<file path="src/bms_defs.svh">
// constants of the backlight mode sequencer
`ifndef BMS_DEFS_SVH
`define BMS_DEFS_SVH
`define BMS_CLK_HZ       50000000
`define BMS_CYC_PER_MS   (`BMS_CLK_HZ / 1000)
`define BMS_SHORT_MS     5
`define BMS_SOFT_MS      25
`define BMS_RAMP_MS      50
`define BMS_RECOV_MS     100
`define BMS_DISCH_MS     400
`define BMS_BUSTO_MS     500
`define BMS_SHORT_CYC    (`BMS_SHORT_MS * `BMS_CYC_PER_MS)
`define BMS_SOFT_CYC     (`BMS_SOFT_MS * `BMS_CYC_PER_MS)
`define BMS_RAMP_CYC     (`BMS_RAMP_MS * `BMS_CYC_PER_MS)
`define BMS_RECOV_CYC    (`BMS_RECOV_MS * `BMS_CYC_PER_MS)
`define BMS_DISCH_CYC    (`BMS_DISCH_MS * `BMS_CYC_PER_MS)
`define BMS_BUSTO_CYC    (`BMS_BUSTO_MS * `BMS_CYC_PER_MS)
`define BMS_TMR_W        25
`define BMS_NCH          4
`define BMS_NFLT         7
`define BMS_F_CURRENT_SET_PIN       0
`define BMS_F_TSD        1
`define BMS_F_OPEN       2
`define BMS_F_SHORT      3
`define BMS_F_GND        4
`define BMS_F_INV        5
`define BMS_F_BUS        6
`define BMS_CURRENT_SET_PIN_CODE    12'h3FF
`define BMS_IEN_RD_ON    2'h2
`define BMS_IEN_RD_OFF   2'h0
`define BMS_IEN_WR_OFF   2'h1
`define BMS_IEN_WR_ON    2'h3
`endif

</file>
<file path="src/bms_pkg.sv">
// types of the backlight mode sequencer
`include "bms_defs.svh"
package bms_pkg;
  typedef enum logic [3:0] {
    BMS_INIT, BMS_STANDBY, BMS_SOFT, BMS_RAMP, BMS_NORMAL,
    BMS_RECOV, BMS_LATCH, BMS_SHUT, BMS_OFF
  } bms_state_e;
  typedef logic [`BMS_NCH-1:0]  bms_chmask_t;
  typedef logic [`BMS_NFLT-1:0] bms_flt_t;
endpackage

</file>
<file path="src/bms_str_if.sv">
// string monitor signals between sequencer and monitor
`timescale 1ns/10ps
interface bms_str_if;
  logic               monitor_en;
  logic               boost_at_max;
  bms_pkg::bms_chmask_t active;
  bms_pkg::bms_chmask_t headroom_low;
  bms_pkg::bms_chmask_t headroom_high;
  bms_pkg::bms_chmask_t open_hit;
  bms_pkg::bms_chmask_t short_hit;
  modport seq (output monitor_en, boost_at_max, active, headroom_low,
               headroom_high, input open_hit, short_hit);
  modport mon (input monitor_en, boost_at_max, active, headroom_low,
               headroom_high, output open_hit, short_hit);
endinterface

</file>
<file path="src/bms_seq_top.sv">
// backlight functional state sequencer and fault supervisor
`timescale 1ns/10ps
`include "bms_defs.svh"
module bms_seq_top #(
  parameter int unsigned SOFT_CYC  = `BMS_SOFT_CYC,
  parameter int unsigned RAMP_CYC  = `BMS_RAMP_CYC,
  parameter int unsigned RECOV_CYC = `BMS_RECOV_CYC,
  parameter int unsigned DISCH_CYC = `BMS_DISCH_CYC,
  parameter int unsigned BUSTO_CYC = `BMS_BUSTO_CYC,
  parameter int unsigned SHORT_CYC = `BMS_SHORT_CYC
)(
  input  wire logic                   sys_clk,
  input  wire logic                   rst_n,
  input  wire logic                   en_pin,
  input  wire logic                   brightness_nz,
  input  wire logic                   ldo_ready,
  input  wire logic                   nvm_loaded,
  input  wire logic                   detect_done,
  input  wire logic                   current_set_pin_low,
  input  wire logic                   thermal_hot,
  input  wire logic                   boost_at_max,
  input  wire bms_pkg::bms_chmask_t   string_used,
  input  wire bms_pkg::bms_chmask_t   headroom_low,
  input  wire bms_pkg::bms_chmask_t   headroom_high,
  input  wire bms_pkg::bms_chmask_t   gnd_low,
  input  wire bms_pkg::bms_chmask_t   unused_not_gnd,
  input  wire logic                   bus_busy,
  input  wire logic [11:0]            drive_current_cfg,
  input  wire logic                   clr_wr,
  input  wire bms_pkg::bms_flt_t      clr_status,
  input  wire bms_pkg::bms_flt_t      clr_bits,
  input  wire logic                   ien_wr,
  input  wire logic [2*`BMS_NFLT-1:0] ien_wdata,
  output logic [2*`BMS_NFLT-1:0]      ien_rdata,
  output logic                        ldo_en,
  output logic                        nvm_load_req,
  output logic                        detect_req,
  output logic                        plsw_en,
  output logic                        plsw_soft,
  output logic                        boost_en,
  output logic                        boost_ilim_low,
  output logic                        boost_flt_en,
  output logic                        vin_flt_en,
  output logic                        gnd_test_en,
  output logic                        string_flt_en,
  output bms_pkg::bms_chmask_t        driver_en,
  output bms_pkg::bms_chmask_t        string_off,
  output logic                        discharge_en,
  output logic                        power_off,
  output logic                        cfg_write_ok,
  output logic                        alert_n,
  output logic                        bus_reset,
  output logic [11:0]                 drive_current_code,
  output bms_pkg::bms_flt_t           fault_flags,
  output logic [3:0]                  state_code
);
  import bms_pkg::*;

  bms_state_e            state_reg;
  bms_state_e            state_next;
  logic [`BMS_TMR_W-1:0] tmr_reg;
  logic [`BMS_TMR_W-1:0] bus_tmr_reg;
  bms_flt_t              flags_reg;
  bms_flt_t              flags_next;
  bms_flt_t              ien_reg;
  bms_flt_t              evt;
  bms_chmask_t           string_off_reg;
  bms_chmask_t           gnd_scan;
  logic                  tmr_done;
  logic                  gnd_hit;
  logic                  bus_to_hit;
  logic                  all_off;
  logic                  running;
  bms_str_if             sif ();

  // true when state timer reached the given count minus one
  function automatic logic tmr_at(input logic [`BMS_TMR_W-1:0] t,
                                  input int unsigned cyc);
    tmr_at = (t >= `BMS_TMR_W'(cyc - 1));
  endfunction

  // states where the power path is up
  function automatic logic is_run(input bms_state_e s);
    is_run = (s == BMS_SOFT) || (s == BMS_RAMP) || (s == BMS_NORMAL);
  endfunction

  // string monitor hookup
  assign sif.monitor_en    = string_flt_en;
  assign sif.boost_at_max  = boost_at_max;
  assign sif.active        = string_used & ~string_off_reg;
  assign sif.headroom_low  = headroom_low;
  assign sif.headroom_high = headroom_high;

  bms_str_mon #(
    .SHORT_CYC (SHORT_CYC)
  ) u_str_mon (
    .sys_clk (sys_clk),
    .rst_n   (rst_n),
    .sif     (sif)
  );

  // fault conditions seen this cycle
  assign running  = is_run(state_reg);
  assign gnd_scan = (state_reg == BMS_SOFT) ? string_used
                  : (string_used & ~driver_en);
  assign gnd_hit  = gnd_test_en
                    && |(gnd_low & gnd_scan & ~string_off_reg);
  assign all_off  = (string_used != '0)
                    && ((string_used & ~string_off_reg) == '0);
  assign tmr_done = (state_reg == BMS_SOFT)  ? tmr_at(tmr_reg, SOFT_CYC)
                  : (state_reg == BMS_RAMP)  ? tmr_at(tmr_reg, RAMP_CYC)
                  : (state_reg == BMS_RECOV) ? tmr_at(tmr_reg, RECOV_CYC)
                  : (state_reg == BMS_SHUT)  ? tmr_at(tmr_reg, DISCH_CYC)
                  : 1'b0;
  assign bus_to_hit = bus_busy
                      && bus_tmr_reg == `BMS_TMR_W'(BUSTO_CYC - 1);

  // next state
  always_comb
  begin
    state_next = state_reg;
    case (state_reg)
      BMS_INIT:
        if (detect_done && ldo_ready && nvm_loaded)
          state_next = BMS_STANDBY;
      BMS_STANDBY:
        if (!thermal_hot)
          state_next = BMS_SOFT;
      BMS_SOFT:
        if (gnd_hit)
          state_next = BMS_RECOV;
        else if (tmr_done)
          state_next = BMS_RAMP;
      BMS_RAMP:
        if (gnd_hit)
          state_next = BMS_RECOV;
        else if (tmr_done)
          state_next = BMS_NORMAL;
      BMS_NORMAL:
        if (all_off)
          state_next = BMS_LATCH;
        else if (gnd_hit)
          state_next = BMS_RECOV;
      BMS_RECOV:
        if (tmr_done && brightness_nz)
          state_next = BMS_STANDBY;
      BMS_LATCH:
        state_next = BMS_LATCH;
      BMS_SHUT:
        if (tmr_done)
          state_next = BMS_OFF;
      BMS_OFF:
        if (en_pin)
          state_next = BMS_INIT;
      default:
        state_next = BMS_INIT;
    endcase
    if (running && thermal_hot)
      state_next = BMS_STANDBY;
    if (!en_pin && state_reg != BMS_SHUT && state_reg != BMS_OFF)
      state_next = BMS_SHUT;
  end

  // state register
  always_ff @(posedge sys_clk or negedge rst_n)
  begin
    if (!rst_n)
      state_reg <= BMS_INIT;
    else
      state_reg <= state_next;
  end

  // state timer, restarted on each state change
  always_ff @(posedge sys_clk or negedge rst_n)
  begin
    if (!rst_n)
      tmr_reg <= '0;
    else if (state_next != state_reg)
      tmr_reg <= '0;
    else if (!tmr_done)
      tmr_reg <= tmr_reg + `BMS_TMR_W'(1);
  end

  // bus stall timer
  always_ff @(posedge sys_clk or negedge rst_n)
  begin
    if (!rst_n)
      bus_tmr_reg <= '0;
    else if (!bus_busy || bus_to_hit)
      bus_tmr_reg <= '0;
    else
      bus_tmr_reg <= bus_tmr_reg + `BMS_TMR_W'(1);
  end

  // serial logic reset pulse
  always_ff @(posedge sys_clk or negedge rst_n)
  begin
    if (!rst_n)
      bus_reset <= 1'b0;
    else
      bus_reset <= bus_to_hit;
  end

  // fault events
  always_comb
  begin
    evt                = '0;
    evt[`BMS_F_CURRENT_SET_PIN]   = current_set_pin_low;
    evt[`BMS_F_TSD]    = running && thermal_hot;
    evt[`BMS_F_OPEN]   = |sif.open_hit;
    evt[`BMS_F_SHORT]  = |sif.short_hit;
    evt[`BMS_F_GND]    = gnd_hit;
    evt[`BMS_F_INV]    = cfg_write_ok && |(unused_not_gnd & ~string_used);
    evt[`BMS_F_BUS]    = bus_to_hit;
  end

  // sticky flags, set wins over clear
  assign flags_next = evt | (flags_reg
                    & ~({`BMS_NFLT{clr_wr}} & clr_status & clr_bits));

  always_ff @(posedge sys_clk or negedge rst_n)
  begin
    if (!rst_n)
      flags_reg <= '0;
    else
      flags_reg <= flags_next;
  end
  assign fault_flags = flags_reg;

  // alert enable pairs, all enabled after reset
  genvar fi;
  generate
    for (fi = 0; fi < `BMS_NFLT; fi = fi + 1)
    begin : g_ien
      always_ff @(posedge sys_clk or negedge rst_n)
      begin
        if (!rst_n)
          ien_reg[fi] <= 1'b1;
        else if (ien_wr && ien_wdata[2*fi+:2] == `BMS_IEN_WR_ON)
          ien_reg[fi] <= 1'b1;
        else if (ien_wr && ien_wdata[2*fi+:2] == `BMS_IEN_WR_OFF)
          ien_reg[fi] <= 1'b0;
      end
      assign ien_rdata[2*fi+:2] = ien_reg[fi] ? `BMS_IEN_RD_ON
                                              : `BMS_IEN_RD_OFF;
    end
  endgenerate

  // alert pin, low while an enabled flag stands
  always_ff @(posedge sys_clk or negedge rst_n)
  begin
    if (!rst_n)
      alert_n <= 1'b1;
    else
      alert_n <= ~|(flags_next & ien_reg);
  end

  // disabled strings, re-enabled on power cycle
  always_ff @(posedge sys_clk or negedge rst_n)
  begin
    if (!rst_n)
      string_off_reg <= '0;
    else if (state_reg == BMS_INIT)
      string_off_reg <= '0;
    else
      string_off_reg <= string_off_reg | sif.open_hit
                        | sif.short_hit;
  end
  assign string_off = string_off_reg;

  // drive current code, forced while the pin fault stands
  always_ff @(posedge sys_clk or negedge rst_n)
  begin
    if (!rst_n)
      drive_current_code <= `BMS_CURRENT_SET_PIN_CODE;
    else if (flags_next[`BMS_F_CURRENT_SET_PIN])
      drive_current_code <= `BMS_CURRENT_SET_PIN_CODE;
    else
      drive_current_code <= drive_current_cfg;
  end

  // power path and detection enables from the next state
  always_ff @(posedge sys_clk or negedge rst_n)
  begin
    if (!rst_n)
    begin
      ldo_en         <= 1'b0;
      nvm_load_req   <= 1'b0;
      detect_req     <= 1'b0;
      plsw_en        <= 1'b0;
      plsw_soft      <= 1'b0;
      boost_en       <= 1'b0;
      boost_ilim_low <= 1'b0;
      boost_flt_en   <= 1'b0;
      vin_flt_en     <= 1'b0;
      gnd_test_en    <= 1'b0;
      string_flt_en  <= 1'b0;
      discharge_en   <= 1'b0;
      power_off      <= 1'b0;
      cfg_write_ok   <= 1'b0;
      state_code     <= 4'h0;
    end
    else
    begin
      ldo_en         <= state_next != BMS_OFF;
      nvm_load_req   <= state_next == BMS_INIT && ldo_ready;
      detect_req     <= state_next == BMS_INIT && ldo_ready && nvm_loaded;
      plsw_en        <= is_run(state_next);
      plsw_soft      <= state_next == BMS_SOFT;
      boost_en       <= state_next == BMS_RAMP
                        || state_next == BMS_NORMAL;
      boost_ilim_low <= state_next == BMS_RAMP;
      boost_flt_en   <= state_next == BMS_NORMAL;
      vin_flt_en     <= is_run(state_next);
      gnd_test_en    <= is_run(state_next);
      string_flt_en  <= state_next == BMS_NORMAL;
      discharge_en   <= state_next == BMS_SHUT;
      power_off      <= state_next == BMS_OFF;
      cfg_write_ok   <= state_next != BMS_INIT && state_next != BMS_SHUT
                        && state_next != BMS_OFF;
      state_code     <= 4'(state_next);
    end
  end

  // output drivers, normal state with brightness only
  always_ff @(posedge sys_clk or negedge rst_n)
  begin
    if (!rst_n)
      driver_en <= '0;
    else if (state_next == BMS_NORMAL && brightness_nz)
      driver_en <= string_used & ~(string_off_reg | sif.open_hit
                   | sif.short_hit);
    else
      driver_en <= '0;
  end
endmodule // bms_seq_top

</file>
<file path="src/bms_str_mon.sv">
// per-string open and short detection
`timescale 1ns/10ps
`include "bms_defs.svh"
module bms_str_mon #(
  parameter int unsigned SHORT_CYC = `BMS_SHORT_CYC
)(
  input wire logic sys_clk,
  input wire logic rst_n,
  bms_str_if.mon   sif
);
  import bms_pkg::*;

  logic some_below;

  // an active string still under the short limit
  assign some_below = |(sif.active & ~sif.headroom_high);

  genvar ch;
  generate
    for (ch = 0; ch < `BMS_NCH; ch = ch + 1)
    begin : g_ch
      logic [`BMS_TMR_W-1:0] cnt_reg;
      logic                  over;
      assign over = sif.monitor_en & sif.active[ch]
                    & sif.headroom_high[ch] & some_below;
      // time the over-limit headroom
      always_ff @(posedge sys_clk or negedge rst_n)
      begin
        if (!rst_n)
          cnt_reg <= '0;
        else if (!over)
          cnt_reg <= '0;
        else if (cnt_reg != `BMS_TMR_W'(SHORT_CYC))
          cnt_reg <= cnt_reg + `BMS_TMR_W'(1);
      end
      // short: one pulse per timed fault; open: high each cycle the open condition holds
      always_ff @(posedge sys_clk or negedge rst_n)
      begin
        if (!rst_n)
        begin
          sif.short_hit[ch] <= 1'b0;
          sif.open_hit[ch]  <= 1'b0;
        end
        else
        begin
          sif.short_hit[ch] <= over
            && cnt_reg == `BMS_TMR_W'(SHORT_CYC - 1);
          sif.open_hit[ch]  <= sif.monitor_en & sif.active[ch]
            & sif.headroom_low[ch] & sif.boost_at_max;
        end
      end

    end
  endgenerate
endmodule // bms_str_mon

</file>
<file path="config.mk">
export PLATFORM = sky130hd
export DESIGN_NAME = bms_seq_top
export DESIGN_NICKNAME = d
export VERILOG_FILES = /design/src/bms_pkg.sv /design/src/bms_str_if.sv /design/src/bms_seq_top.sv /design/src/bms_str_mon.sv
export VERILOG_INCLUDE_DIRS = /design/src
export SDC_FILE = /design/constraint.sdc
export NUM_CORES = 1
export LEC_CHECK = 0
export ABC_AREA = 1
export ABC_CLOCK_PERIOD_IN_PS = 2810
export BUFFER_PORTS_ARGS = -buffer_cell sky130_fd_sc_hd__buf_2
export CORE_UTILIZATION = 59
export DETAILED_ROUTE_END_ITERATION = 8
export PLACE_DENSITY_LB_ADDON = 0.15
export SLEW_MARGIN = 10
export SYNTH_ARGS = -nofsm -noshare
export SYNTH_HDL_FRONTEND = slang
export SYNTH_SLANG_ARGS = --single-unit
</file>
<file path="constraint.sdc">
create_clock -name sys_clk -period 2.81 [get_ports sys_clk]
set_input_delay 0.281 -clock sys_clk [delete_from_list [all_inputs] [get_ports sys_clk]]
set_output_delay 0.281 -clock sys_clk [all_outputs]
set_load 0.03 [all_outputs]
</file>
* Word-level counts from Yosys, hierarchy flattened *
Cells that the tools add are included.

operators by class
  $add $sub $neg = 6
  magnitude comparators = 4
  equal/unequal tests = 46
  multiplexer cells = 54
  bitwise gates (word level) = 40
  reduce and logical (&&, ||, !) cells = 60

operators with widths
  operator                 count
  $mux W25                 11
  $add A25 B1 Y25 const B  6
  $eq A25 B18 Y1 const B   4
  $ne A25 B18 Y1 const B   4
  $mux W4                  16
  $pmux W4 S9              1
  $logic_and A1 B1 Y1      33
  $and A4 B4 Y4            7
  $and A7 B7 Y7            4
  $eq A25 B25 Y1 const B   1
  $ge A25 B21 Y1 const B   1
  $ge A25 B22 Y1 const B   1
  $ge A25 B23 Y1 const B   1
  $ge A25 B25 Y1 const B   1
  $eq A4 B3 Y1 const B     6
  $and A1 B1 Y1            20
  $not A4 Y4               5
  $reduce_or A4 Y1         5
  $mux W1                  18
  $eq A4 B2 Y1 const B     4
  $eq A2 B1 Y1 const B     7
  $eq A2 B2 Y1 const B     7
  $mux W2                  7
  $reduce_bool A2 Y1       7
  16 further kinds         33

storage, ports and cells
  register bits after elaboration = 209
  output and inout bits = 61
  logic and storage cells = 249

* Longest topological paths before layout *
Gate-level depths: netlist of run 1.

  depth in word-level cells = 15
  depth in mapped cells = 22
  gate-level depth less buffers = 20

* Hierarchy *
A second synthesis of run 1 with hierarchy kept.

unflattened totals
  cells, all modules = 1778
  area total of the unflattened synthesis = 12717.2 µm²

modules (own cells, without submodules)
  module       instances  cells an instance  area each (µm²)
  bms_str_mon  1          1013               6683.9
  bms_seq_top  1          765                6033.3

* Worst setup path after synthesis of run 1 *
Ideal clock, no wire load.

  path type = reg-to-reg
  start point = register state_code[2] (netlist name)
  end point = register tmr_reg[13]
  library setup time = 125 ps
  arrival = 2302 ps
  path slack = 384 ps
  cell stages (with the launch flop) = 19
  path buffers = 1
  period minus slack after synthesis = 2426 ps
  cells stage by stage = dfrtp_1 > nor2_1 > inv_2 > nor2_4 > nand2_4 > nand2_1 > nand3_1 > nand2_1 > o21ai_2 > inv_2 > o21ai_1 > nand3_2 > o21bai_2 > nand2_2 > nand2_1 > nand2_2 > nand3_4 > buf_12 > nor2_4

RTL lines
  element                 RTL line            RTL
  end signal: assignment  bms_seq_top.sv:181  tmr_reg <= tmr_reg + `BMS_TMR_W'(1);
  end: declaration        bms_seq_top.sv:61   logic [`BMS_TMR_W-1:0] tmr_reg;

* Final worst setup path of run 1 *
  start point = register tmr_reg[23]
  end point = register tmr_reg[5]

between the ends
  word-level cells in the longest chain between the ends = 12
  elaborated cells on any way between the ends = 21
  those cells by class = 4 x order compare; 2 x eq/ne; 14 x mux; 1 x reduce/logical

ends and longest elaborated chain
  element                                                    RTL line                                                    RTL
  $ge A25 B25 Y1                                             bms_seq_top.sv:79                                           tmr_at = (t >= `BMS_TMR_W'(cyc - 1));
  $mux W1                                                    bms_seq_top.sv:113                                          : (state_reg == BMS_SHUT) ? tmr_at(tmr_reg, DISCH_CYC)
  $mux W1                                                    bms_seq_top.sv:112                                          : (state_reg == BMS_RECOV) ? tmr_at(tmr_reg, RECOV_CYC)
  $mux W1                                                    bms_seq_top.sv:111                                          : (state_reg == BMS_RAMP) ? tmr_at(tmr_reg, RAMP_CYC)
  $mux W1 *                                                  bms_seq_top.sv:110                                          assign tmr_done = (state_reg == BMS_SOFT) ? tmr_at(tmr_reg, SOFT_CYC)
  $mux W4 (tied with other cells)                            bms_seq_top.sv:137                                          else if (tmr_done)
  $mux W4 (on tied branches)                                 bms_seq_top.sv:135, bms_seq_top.sv:130, bms_seq_top.sv:145
  $pmux W4 S9 *                                              bms_seq_top.sv:122                                          case (state_reg)
  $mux W4 *                                                  bms_seq_top.sv:158                                          if (running && thermal_hot)
  $mux W4 *                                                  bms_seq_top.sv:160                                          if (!en_pin && state_reg != BMS_SHUT && state_reg != BMS_OFF)
  net state_next[2]                                          bms_seq_top.sv:60                                           bms_state_e state_next;
  $ne A4 B4 Y1 *                                             bms_seq_top.sv:178                                          else if (state_next != state_reg)
  $ne A2 B1 Y1 (no source line) or $mux W25 (tied branches)  -

Mark *: on every way through the listed nets, which the timed path passes. The rest lies on a longest branch.
A chain may end at the register's enable or synchronous reset.

==> results of run 1 <==
## power breakdown
group	internal, W	switching [W]	leakage [nW]
Sequential	0.00320	0.000154	2.79
Combinational	0.000866	0.00167	3.11
Clock	0.00213	0.00126	0.427
## cells by family (layout without fill, tap and decap cells)
kind of cell	after synthesis	after routing
xor+xnor	28	28
mux	2	2
other cells	1	7
fa+ha+maj	10	10
simple gates	802	802
compound gates	208	208
flops	209	209
buf+inv	270	483
## tightest hold or removal path, cell delays in order
cell and delay [ps]:
buf_2 100, inv_1 70, nor3_1 50
## repair_timing
item,in CTS,in global routing
endpoints found under the hold margin,89,0
hold buffers,32,0
buffers inserted,0,13
endpoints found under the setup margin,0,39
gates resized for setup,0,51
## routing by layer
metal,up-vias,global-route usage
met5,-,0
met4,0,0.0991
met3,67,0.0345
met2,396,0.520
met1,5205,0.406
li1,5402,-
## stage by stage
stage               total power [W]  std cells  hold slack (ps)  utilization  setup TNS, ps
floorplan                   0.00493       1536            -14.6            -              0
global placement            0.00554       1923              281        0.656              0
detailed placement          0.00557       1923              286        0.656              0
CTS                         0.00902       1999             3.32        0.717              0
global route                0.00963       2014             15.4        0.733          -1140
finish                      0.00927       2014             16.4        0.733              0
## placed cells by master, fill, tap and decap left out, types with 4 or more instances in the layout
cell type,synthesis,routed
nor2_4,26,34
nor2_1,228,223
inv_1,214,213
clkbuf_8,0,7
conb_1,1,7
nand3_1,63,60
buf_4,14,40
o21a_1,4,4
nand3_2,3,5
and3_1,4,4
a31oi_1,14,14
dfrtp_1,191,174
inv_2,16,17
buf_12,2,4
nand4_1,47,47
bufinv_16,0,4
ha_1,10,9
buf_2,8,125
nand2_1,269,261
dfstp_2,18,18
nor3_1,70,69
dfrtp_2,0,17
xor2_1,27,27
a211oi_1,7,7
nor2_2,12,9
a21oi_1,84,84
nand2_2,10,16
or2_2,14,14
dlygate4sd3_1,0,32
o21ai_0,66,66
nand2_4,3,5
nor4_1,42,42
clkbuf_16,0,26
o21ai_1,6,6
clkbuf_1,9,5
## worst max-delay path by stage
stage / startpoint / to / slack [ps] / cells after the start
floorplan: state_code[2] / tmr_reg[13] / 380 / 18
global placement: tmr_reg[0] / tmr_reg[24] / 190 / 20
detailed placement: tmr_reg[0] / cfg_write_ok / 90 / 19
CTS: tmr_reg[0] / tmr_reg[24] / 20 / 20
global route: tmr_reg[10] / tmr_reg[5] / -80 / 21
finish: tmr_reg[23] / tmr_reg[5] / 70 / 20
## area by class of cell
cell class / count / area (um2)
fill: 1568 / 5220
clock inverter: 8 / 155
clock buffer: 36 / 716
inverter: 233 / 875
timing repair buffer: 206 / 1410
tap: 265 / 332
multi-input combinational: 1057 / 5540
sequential: 209 / 5270
==> metrics, run 1 <==
Worst R2R Path Depth 20; r2r setup slk 70 ps; DIE HEIGHT 143 um; VDD IR max 0.000490 V; DRT Wirelength 30,600 um; antenna violations before repair 0; Place WS 88.4 ps; Crit. End Element flop; Clk Tree Root Cell clkbuf_16; layout cell share with drive strength beyond 1 0.208; Max-slew headroom 0.623; cell count after synthesis 1,530; post-placement cell area roughly 13,000 um2; Post-synth top cells 269 x nand2_1, 228 x nor2_1, 214 x inv_1; Placement Rows 51; leading area contributor after synthesis dfrtp_1; drt drc 0; min-delay worst type in2reg; chip width approximately 140 um; final setup margin 65.7 ps; nets 1,814; P_leak 6.33 nW; Worst R2R End tmr_reg[5]; asr flop ratio synth 1.00; MaxCap Viol Count 0; vias per std cell 5.50; Max Freq between 300 and 400 MHz; cell mode on critical path nand2_2; synthesized-area fraction occupied by adder cells 0.0106; Syn-to-layout area delta 21.6%; Synth Cell Area between 10,000 and 15,000 um2; DR iter-0 viols 859; WL met3 approximately 1700 um; largest cells by area after synthesis dfrtp_1 41%, nand2_1 8.6%, nor2_1 7.3%; CTS Buf Count 24; yosys synthesis warning count 0; final worst path period need 2740 ps; RSZ-0062 raised after global routing true; flip-flop count of the largest register after layout 100; Clock Sink Count 209; die area 20,500 um2; final antenna-violating net count 0; Max Slew Vio Count 0; CP top delay family simple AND/OR/NAND/NOR gates; Worst Path Buf+Inv 3; Mean Syn Cell Area around 7.7 um2; Met1 Routed Length approximately 13,000 um; Arr. time, crit path between 3000 and 4000 ps; Slew @ Worst Pin 565 ps; register area share after synthesis 0.446; crit-path cells nor2_4 > o21ai_1 > clkinv_1 > nand2_1 > nor2_1 > nand3_1 > nand2_1 > nand3_2 > nor2_4 > buf_6 > nand2_2 > nand2_1 > nand2_2 > o21bai_4 > nand2_4 > nand2_2 > nand2_2 > nand3_4 > clkbuf_16 > nor2_4; critical path type reg2reg; complex-gate fraction of the synthesized area 0.100; vias in the first global route 10,400; Routability Congestion slightly below 1; EDFF count, synth 0; final non-filler cell area 14,300 um2; Final setup viols 0; XOR/XNOR share of the synthesized area 0.0208; CP max stage delay 470 ps; main flop type after synthesis dfrtp_1; Core ar. 19,500 um2; met2 wire length 14,900 um; Reg clk slew, reported paths 60 ps; final hold viol count 0; Synth Register Bits ~210; largest net degree at the start of global routing 74; TritonCTS clock tree done; Startpoint Class flop; GR Overflow Total 0; Worst Hold End detect_req; worst-path maximum fanout 7; multiplexer area fraction after synthesis 0.00170; wire length per cell 15.2 um; most frequent cell after synthesis nand2_1; final worst-path cycle share 0.977; worst hold start nvm_loaded; Cell variety after synth 60; H-tree depth 1; antenna diode count 0; DP HPWL between 20,000 and 25,000 um; simple-gate share of the synthesized area 0.324; max layer used met4; Crit path required time roughly 3200 ps; first-pass GRT wire length between 40,000 and 50,000 um; Pwr Density approximately 650 nW/um2; Clk Latency, worst-skew pair 530 ps; Initial Utilization 0.603; Reg2Reg Launch Point tmr_reg[23]; area fraction of the dominant cell type after synthesis 0.406; IO Pins 134; hold depth 3; Layout Skew 22.9 ps; maximum root-to-sink buffer count 3; # port buffers 126; Slowest-stage cell, CP dfrtp_1; gr usage total 0.305; Pre-Repair DR Iteration Count 5; status completed; Vias roughly 11,000; main combinational cell family by area after synthesis simple AND/OR/NAND/NOR gates
(Power assumes the default switching activity.)
==> run 2, diff against run 1 <==
--- a/config.mk
+++ b/config.mk
@@ -9,10 +9,11 @@
 export ABC_AREA = 1
 export ABC_CLOCK_PERIOD_IN_PS = 2810
 export BUFFER_PORTS_ARGS = -buffer_cell sky130_fd_sc_hd__buf_2
-export CORE_UTILIZATION = 59
+export CORE_UTILIZATION = 60
 export DETAILED_ROUTE_END_ITERATION = 8
 export PLACE_DENSITY_LB_ADDON = 0.15
 export SLEW_MARGIN = 10
 export SYNTH_ARGS = -nofsm -noshare
 export SYNTH_HDL_FRONTEND = slang
+export SYNTH_HIERARCHICAL = 1
 export SYNTH_SLANG_ARGS = --single-unit
==> run 2 against run 1 <==
  * Sequential power about the same
  * Sequential share of layout area down 1.6 points
  * Clock power down 5%
  * Synthesized area up 8.1%
  * Cell area up 4.2%
  * Largest power group is now sequential cells
  * Highest routed layer unchanged
==> metrics, run 2 <==
flip-flop count of the largest register after layout 100 (unchanged); antenna diode count 0 (unchanged); die area 21,800 um2 (+6.2%); Max Freq 373 MHz (+2.4%); Total Power Consumption 0.00895 W (-3.4%); DR iter-0 viols 1,109 (+29%); Routability Congestion 0.956 (-1.3%); status completed; maximum root-to-sink buffer count 3 (unchanged); Clock Sink Count 209 (unchanged); Cell variety after synth 58 (-3.3%); final hold viol count 0 (unchanged); largest net degree at the start of global routing 78 (+5.4%); fill count 1,689 (+7.7%); gr usage total 0.307 (+0.00211); Max Slew Vio Count 0 (unchanged); Vias 12,200 (+9.9%); final antenna-violating net count 0 (unchanged); Crit path required time 3170 ps (-40 ps); min-delay worst type in2reg; yosys synthesis warning count 6 (+6); fin util 0.727 (-0.00538); Layout Skew 11.8 ps (-11.1 ps); max layer used met4; wire length per cell 14.8 um (-2.5%); Post-synth top cells 429 x nand2_1, 376 x nor2_1, 193 x inv_1; Core ar. 20,500 um2 (+5.0%); Final setup viols 0 (unchanged); Startpoint Class flop; DRT Wirelength 33,200 um (+8.5%); layout cell share with drive strength beyond 1 0.186 (-0.0213); vias per std cell 5.43 (-1.2%); nets 2,038 (+12%); antenna violations before repair 0 (unchanged); asr flop ratio synth 1.00 (unchanged); Max-slew headroom 0.614 (-0.00971); first-pass GRT wire length 54,500 um (+9.6%); commonest non-fill, non-tap cell in the layout nand2_1; chip width 148 um (+3.1%); Pre-Repair DR Iteration Count 8 (+3); Met1 Routed Length 14,100 um (+8.0%); Arr. time, crit path 3040 ps (-100 ps); H-tree depth 1 (unchanged); most frequent cells in the layout 428 x nand2_1, 366 x nor2_1, 193 x inv_1; Crit. End Element flop; final worst path period need 2680 ps (-65.3 ps); Reg clk slew, reported paths 60 ps (about the same); DP HPWL 23,900 um (+8.5%); Synth Cell Area 12,700 um2 (+8.1%); most frequent cell after synthesis nand2_1; main flop type after synthesis dfrtp_1; Reg2Reg Launch Point bus_tmr_reg[0]; IO Pins 134 (unchanged); vias in the first global route 11,600 (+12%); GR Overflow Total 0 (unchanged); drt drc 0 (unchanged); WL met3 1910 um (+9.3%); Placement Rows 52 (+2.0%); Clk Tree Root Cell clkbuf_16; VDD IR max 0.000475 V (-3.1%); Syn-to-layout area delta 17.2%; leading area contributor after synthesis dfrtp_1; worst-path maximum fanout 3 (-4); critical path type reg2reg; Pwr Density 601 nW/um2 (-7.3%); register area share after synthesis 0.413 (-0.0334); DIE HEIGHT 148 um (+3.1%); Initial Utilization 0.621 (+0.0180); area fraction of the dominant cell type after synthesis 0.376 (-0.0304); met2 wire length 16,400 um (+10%); Clk Latency, worst-skew pair 510 ps (-20 ps); # port buffers 126 (unchanged); EDFF count, synth 0 (unchanged); MaxCap Viol Count 0 (unchanged); P_leak 6.96 nW (+10%); Slew @ Worst Pin 579 ps (+14.6 ps); CTS Buf Count 23 (-4.2%); setup TNS 0 ps (unchanged); TritonCTS clock tree done; final worst-path cycle share 0.953 (-0.0233); Mean Syn Cell Area 7.15 um2 (-7.0%); Synth Register Bits 209 (unchanged); worst hold start ien_wdata[1]; largest cells by area after synthesis dfrtp_1 38%, nand2_1 13%, nor2_1 11%; cell count after synthesis 1,778 (+16%); worst setup path startpoint bus_tmr_reg[0]
[run 2: final timing paths]
| path | depth (start not counted) | endpoint | slack (ps) |
|---|---|---|---|
| setup / recovery | 17 | bus_tmr_reg[24] | 130 |
| hold / removal | 3 | ien_reg[0] | 20 |
| setup reg to reg | 17 | bus_tmr_reg[24] | 130 |
| hold reg to reg | 1 | u_str_mon/g_ch[2].cnt_reg[3] | 490 |
| max in group asynchronous | 3 | u_str_mon/sif.open_hit[0] | 1660 |
| min in group asynchronous | 2 | tmr_reg[18] | 350 |
[run 2: timing repair]
action	CTS	global route
hold endpoints to repair	81	0
resized for setup	0	22
endpoints found under the setup margin	0	35
buffers inserted	0	10
hold buffers	28	0
[run 2: worst max-delay path: stages (launching register included)]
cell and delay, ps:
dfrtp_1 380, ha_1 180, nand2_1 60, inv_1 90, nand2_1 110, nor2_4 130
nand4_1 110, nor3_2 210, inv_1 100, nor2_2 110, nand3_1 100, nor2_2 150
nand2_1 130, nor2_4 140, nand3_1 140, nor2_2 180, and3_1 170, nor3_1 50
[run 2: report_power, final]
part / total (W) / internal [W] / switching, W
registers: 0.00334 / 0.00319 / 0.000152
clock network: 0.00321 / 0.00198 / 0.00123
logic: 0.00241 / 0.000814 / 0.00159
[run 2: final cells by class]
cell class                 count  area, um2  share of cell area
multi-input combinational   1311       6420               0.431
sequential                   209       5260               0.353
timing repair buffer         183       1220              0.0821
inverter                     227        858              0.0576
clock buffer                  31        646              0.0433
tap                          270        338              0.0227
clock inverter                10        158              0.0106
[run 2: through the flow]
step	hold WS [ps]	setup WS [ps]	cell area (um2)	std cells
2_1_floorplan	-14.6	416	12700	1784
3_3_place_gp	300	218	13600	2160
3_5_place_dp	299	165	13600	2160
4_1_cts	2.04	2.74	14700	2229
5_1_grt	12.8	-59.3	14900	2241
6_report	19.3	131	14900	2241
[run 2: cell families after synthesis]
kind of cell,after synthesis,synth area share
multiplexers,1,0.000787
flip-flops,209,0.413
XOR/XNOR,41,0.0282
adder cells (fa/ha/maj),10,0.00984
AND/OR/NAND/NOR,1137,0.408
AO/OA/AOI/OAI,115,0.0517
other,1,0.000295
buffers and inverters,264,0.0879
[run 2: metal layers]
| layer | vias up | track usage |
|---|---|---|
| li1 | 5931 | - |
| met1 | 5722 | 0.405 |
| met2 | 448 | 0.531 |
| met3 | 69 | 0.0333 |
| met4 | 0 | 0.0954 |
| met5 | - | 0 |
==> run 3, diff against run 2 <==
--- a/config.mk
+++ b/config.mk
@@ -7,7 +7,7 @@
 export NUM_CORES = 1
 export LEC_CHECK = 0
 export ABC_AREA = 1
-export ABC_CLOCK_PERIOD_IN_PS = 2810
+export ABC_CLOCK_PERIOD_IN_PS = 2730
 export BUFFER_PORTS_ARGS = -buffer_cell sky130_fd_sc_hd__buf_2
 export CORE_UTILIZATION = 60
 export DETAILED_ROUTE_END_ITERATION = 8
==> constraint.sdc (replaced) <==
create_clock -name sys_clk -period 2.73 [get_ports sys_clk]
set_input_delay 0.273 -clock sys_clk [delete_from_list [all_inputs] [get_ports sys_clk]]
set_output_delay 0.273 -clock sys_clk [all_outputs]
set_load 0.03 [all_outputs]
==> run 3 against run 2 <==
  * Clock power rose by 3%
  * Power up 3.7%
  * Sequential power grew 3%
  * Clock skew decreased by 4.1 ps
  * Worst setup slack worse by 110 ps
  * Utilization increased by 0.78 points
  * Register-to-register slack got worse by 110 ps
  * Die area unchanged
  * Wire length about the same
  * Final cell count rose by 0.40%
  * Maximum frequency fell by 1.0%
  * Critical path type unchanged
  * Largest cell class unchanged
  * Largest power group unchanged
  * Highest routed layer unchanged
==> metrics, run 3 (synthesized netlist as in run 2, its figures left out) <==
GR Overflow Total 0 (unchanged); Placement Rows 52 (unchanged); status completed; vias per std cell 5.40 (-0.57%); DRT Wirelength 33,200 um (about the same); Slew @ Worst Pin 732 ps (+152 ps); final hold viol count 0 (unchanged); # port buffers 126 (unchanged); commonest non-fill, non-tap cell in the layout nand2_1; DIE HEIGHT 148 um (unchanged); drt drc 0 (unchanged); RSZ-0062 raised after global routing true; most frequent cells in the layout 424 x nand2_1, 362 x nor2_1, 192 x inv_1; DR iter-0 viols 1,046 (-5.7%); layout cell share with drive strength beyond 1 0.199 (+0.0133); Arr. time, crit path 3070 ps (+30 ps); Place WS 64.0 ps (-101 ps); die area 21,800 um2 (unchanged); Startpoint Class flop; Final setup viols 0 (unchanged); Crit path required time 3100 ps (-70 ps); wire length per cell 14.8 um (-0.37%); antenna violations before repair 0 (unchanged); Crit. End Element flop; fin util 0.735 (+0.00775); Worst R2R Path Depth 17 (unchanged); Pwr Density 617 nW/um2 (+2.6%); DP HPWL 23,700 um (-1.0%); Core ar. 20,500 um2 (unchanged); Non-Filler Instances 2,250 (+0.40%); final antenna-violating net count 0 (unchanged); final setup margin 23.1 ps (-108 ps); final worst-path cycle share 0.992 (+0.0382); hold depth 3 (unchanged); fill count 1,595 (-5.6%); H-tree depth 1 (unchanged); FF/Latch Area 5260 um2 (about the same); Syn-to-layout area delta 18.4%; final worst path period need 2710 ps (+27.9 ps); Max-slew headroom 0.511 (-0.103); min-delay worst type in2reg; worst-path maximum fanout 4 (+1); vias in the first global route 11,400 (-1.6%); antenna diode count 0 (unchanged); P_leak 7.00 nW (+0.62%); nets 2,046 (+0.39%); Routability Congestion 1.00 (+4.5%); TritonCTS clock tree done; Max Slew Vio Count 0 (unchanged); hold_ws 12.9 ps (-6.47 ps); area of the multi-input gates 6500 um2 (+1.3%); Reg clk slew, reported paths 60 ps (about the same); largest net degree at the start of global routing 86 (+10%); first-pass GRT wire length 54,300 um (-0.24%); Pre-Repair DR Iteration Count 8 (unchanged); CTS Buf Count 23 (unchanged); VDD IR max 0.000493 V (+3.8%); Initial Utilization 0.621 (unchanged); Clk Latency, worst-skew pair 520 ps (about the same); Clock Sink Count 209 (unchanged); DP Cell Count 2,159 (-0.046%); Max Freq 369 MHz (-1.0%); flip-flop count of the largest register after layout 100 (unchanged); gr usage total 0.307 (about the same); Layout Skew 7.68 ps (-4.13 ps); IO Pins 134 (unchanged); critical path type reg2reg; maximum root-to-sink buffer count 3 (unchanged); Vias 12,100 (-0.17%); Clk Tree Root Cell clkbuf_16; chip width 148 um (unchanged); MaxCap Viol Count 0 (unchanged)
## run 3: area by class of cell
type                       instances  share of cell area
tap                              270              0.0224
inverter                         227              0.0570
timing repair buffer             191              0.0855
clock inverter                    11              0.0110
multi-input combinational       1311               0.432
sequential                       209               0.349
clock buffer                      31              0.0429
## run 3: stage by stage
stage / area (um2) / TNS (ps) / power (W)
after CTS: 14700 / 0 / 0.00895
after floorplan: 12700 / 0 / 0.00504
after global placement: 13600 / 0 / 0.00557
after detailed placement: 13600 / 0 / 0.00560
after global routing: 15100 / -972 / 0.00965
final: 15100 / 0 / 0.00929
## run 3: path summary, 6_finish.rpt
check / end / slack, ps / startpoint
worst max-delay path: bus_tmr_reg[24] / 20 / bus_tmr_reg[0]
worst min-delay path: u_str_mon/sif.open_hit[2] / 10 / boost_at_max
worst max register to register: bus_tmr_reg[24] / 20 / bus_tmr_reg[0]
worst min register to register: bus_tmr_reg[0] / 450 / bus_tmr_reg[0]
max in group asynchronous: ien_reg[3] / 1570 / rst_n
min in group asynchronous: tmr_reg[19] / 320 / rst_n
## run 3: timing repair
item | CTS | global route
setup buffers | 0 | 16
hold buffers | 30 | 0
gates resized for setup | 0 | 48
setup endpoints to repair | 0 | 39
hold endpoints to repair | 100 | 0
## run 3: critical path, cell delays in order (launching register included)
cell and delay (ps):
dfrtp_1 360, ha_1 170, nand2_1 50, inv_1 70
nand2_2 80, nor2_4 150, nand4_1 150, nor3_2 330
inv_2 110, nor2_4 100, nand3_1 90, nor2_2 170
nand2_2 90, nor2_4 140, nand3_2 110, nor2_4 140
and3_4 190, nor3_2 50
## run 3: layer usage
metal / part of all wire / track usage / vias to the layer above
li1: - / - / 5935
met3: 0.058 / 0.0367 / 84
met4: 0.034 / 0.100 / 0
met2: 0.48 / 0.525 / 445
met1: 0.43 / 0.406 / 5685
met5: 0 / 0 / -
## run 3: report_power, final
part	internal [W]	leakage (nW)	switching, W
Combinational	0.000864	3.81	0.00167
Clock	0.00204	0.398	0.00127
Sequential	0.00328	2.80	0.000155
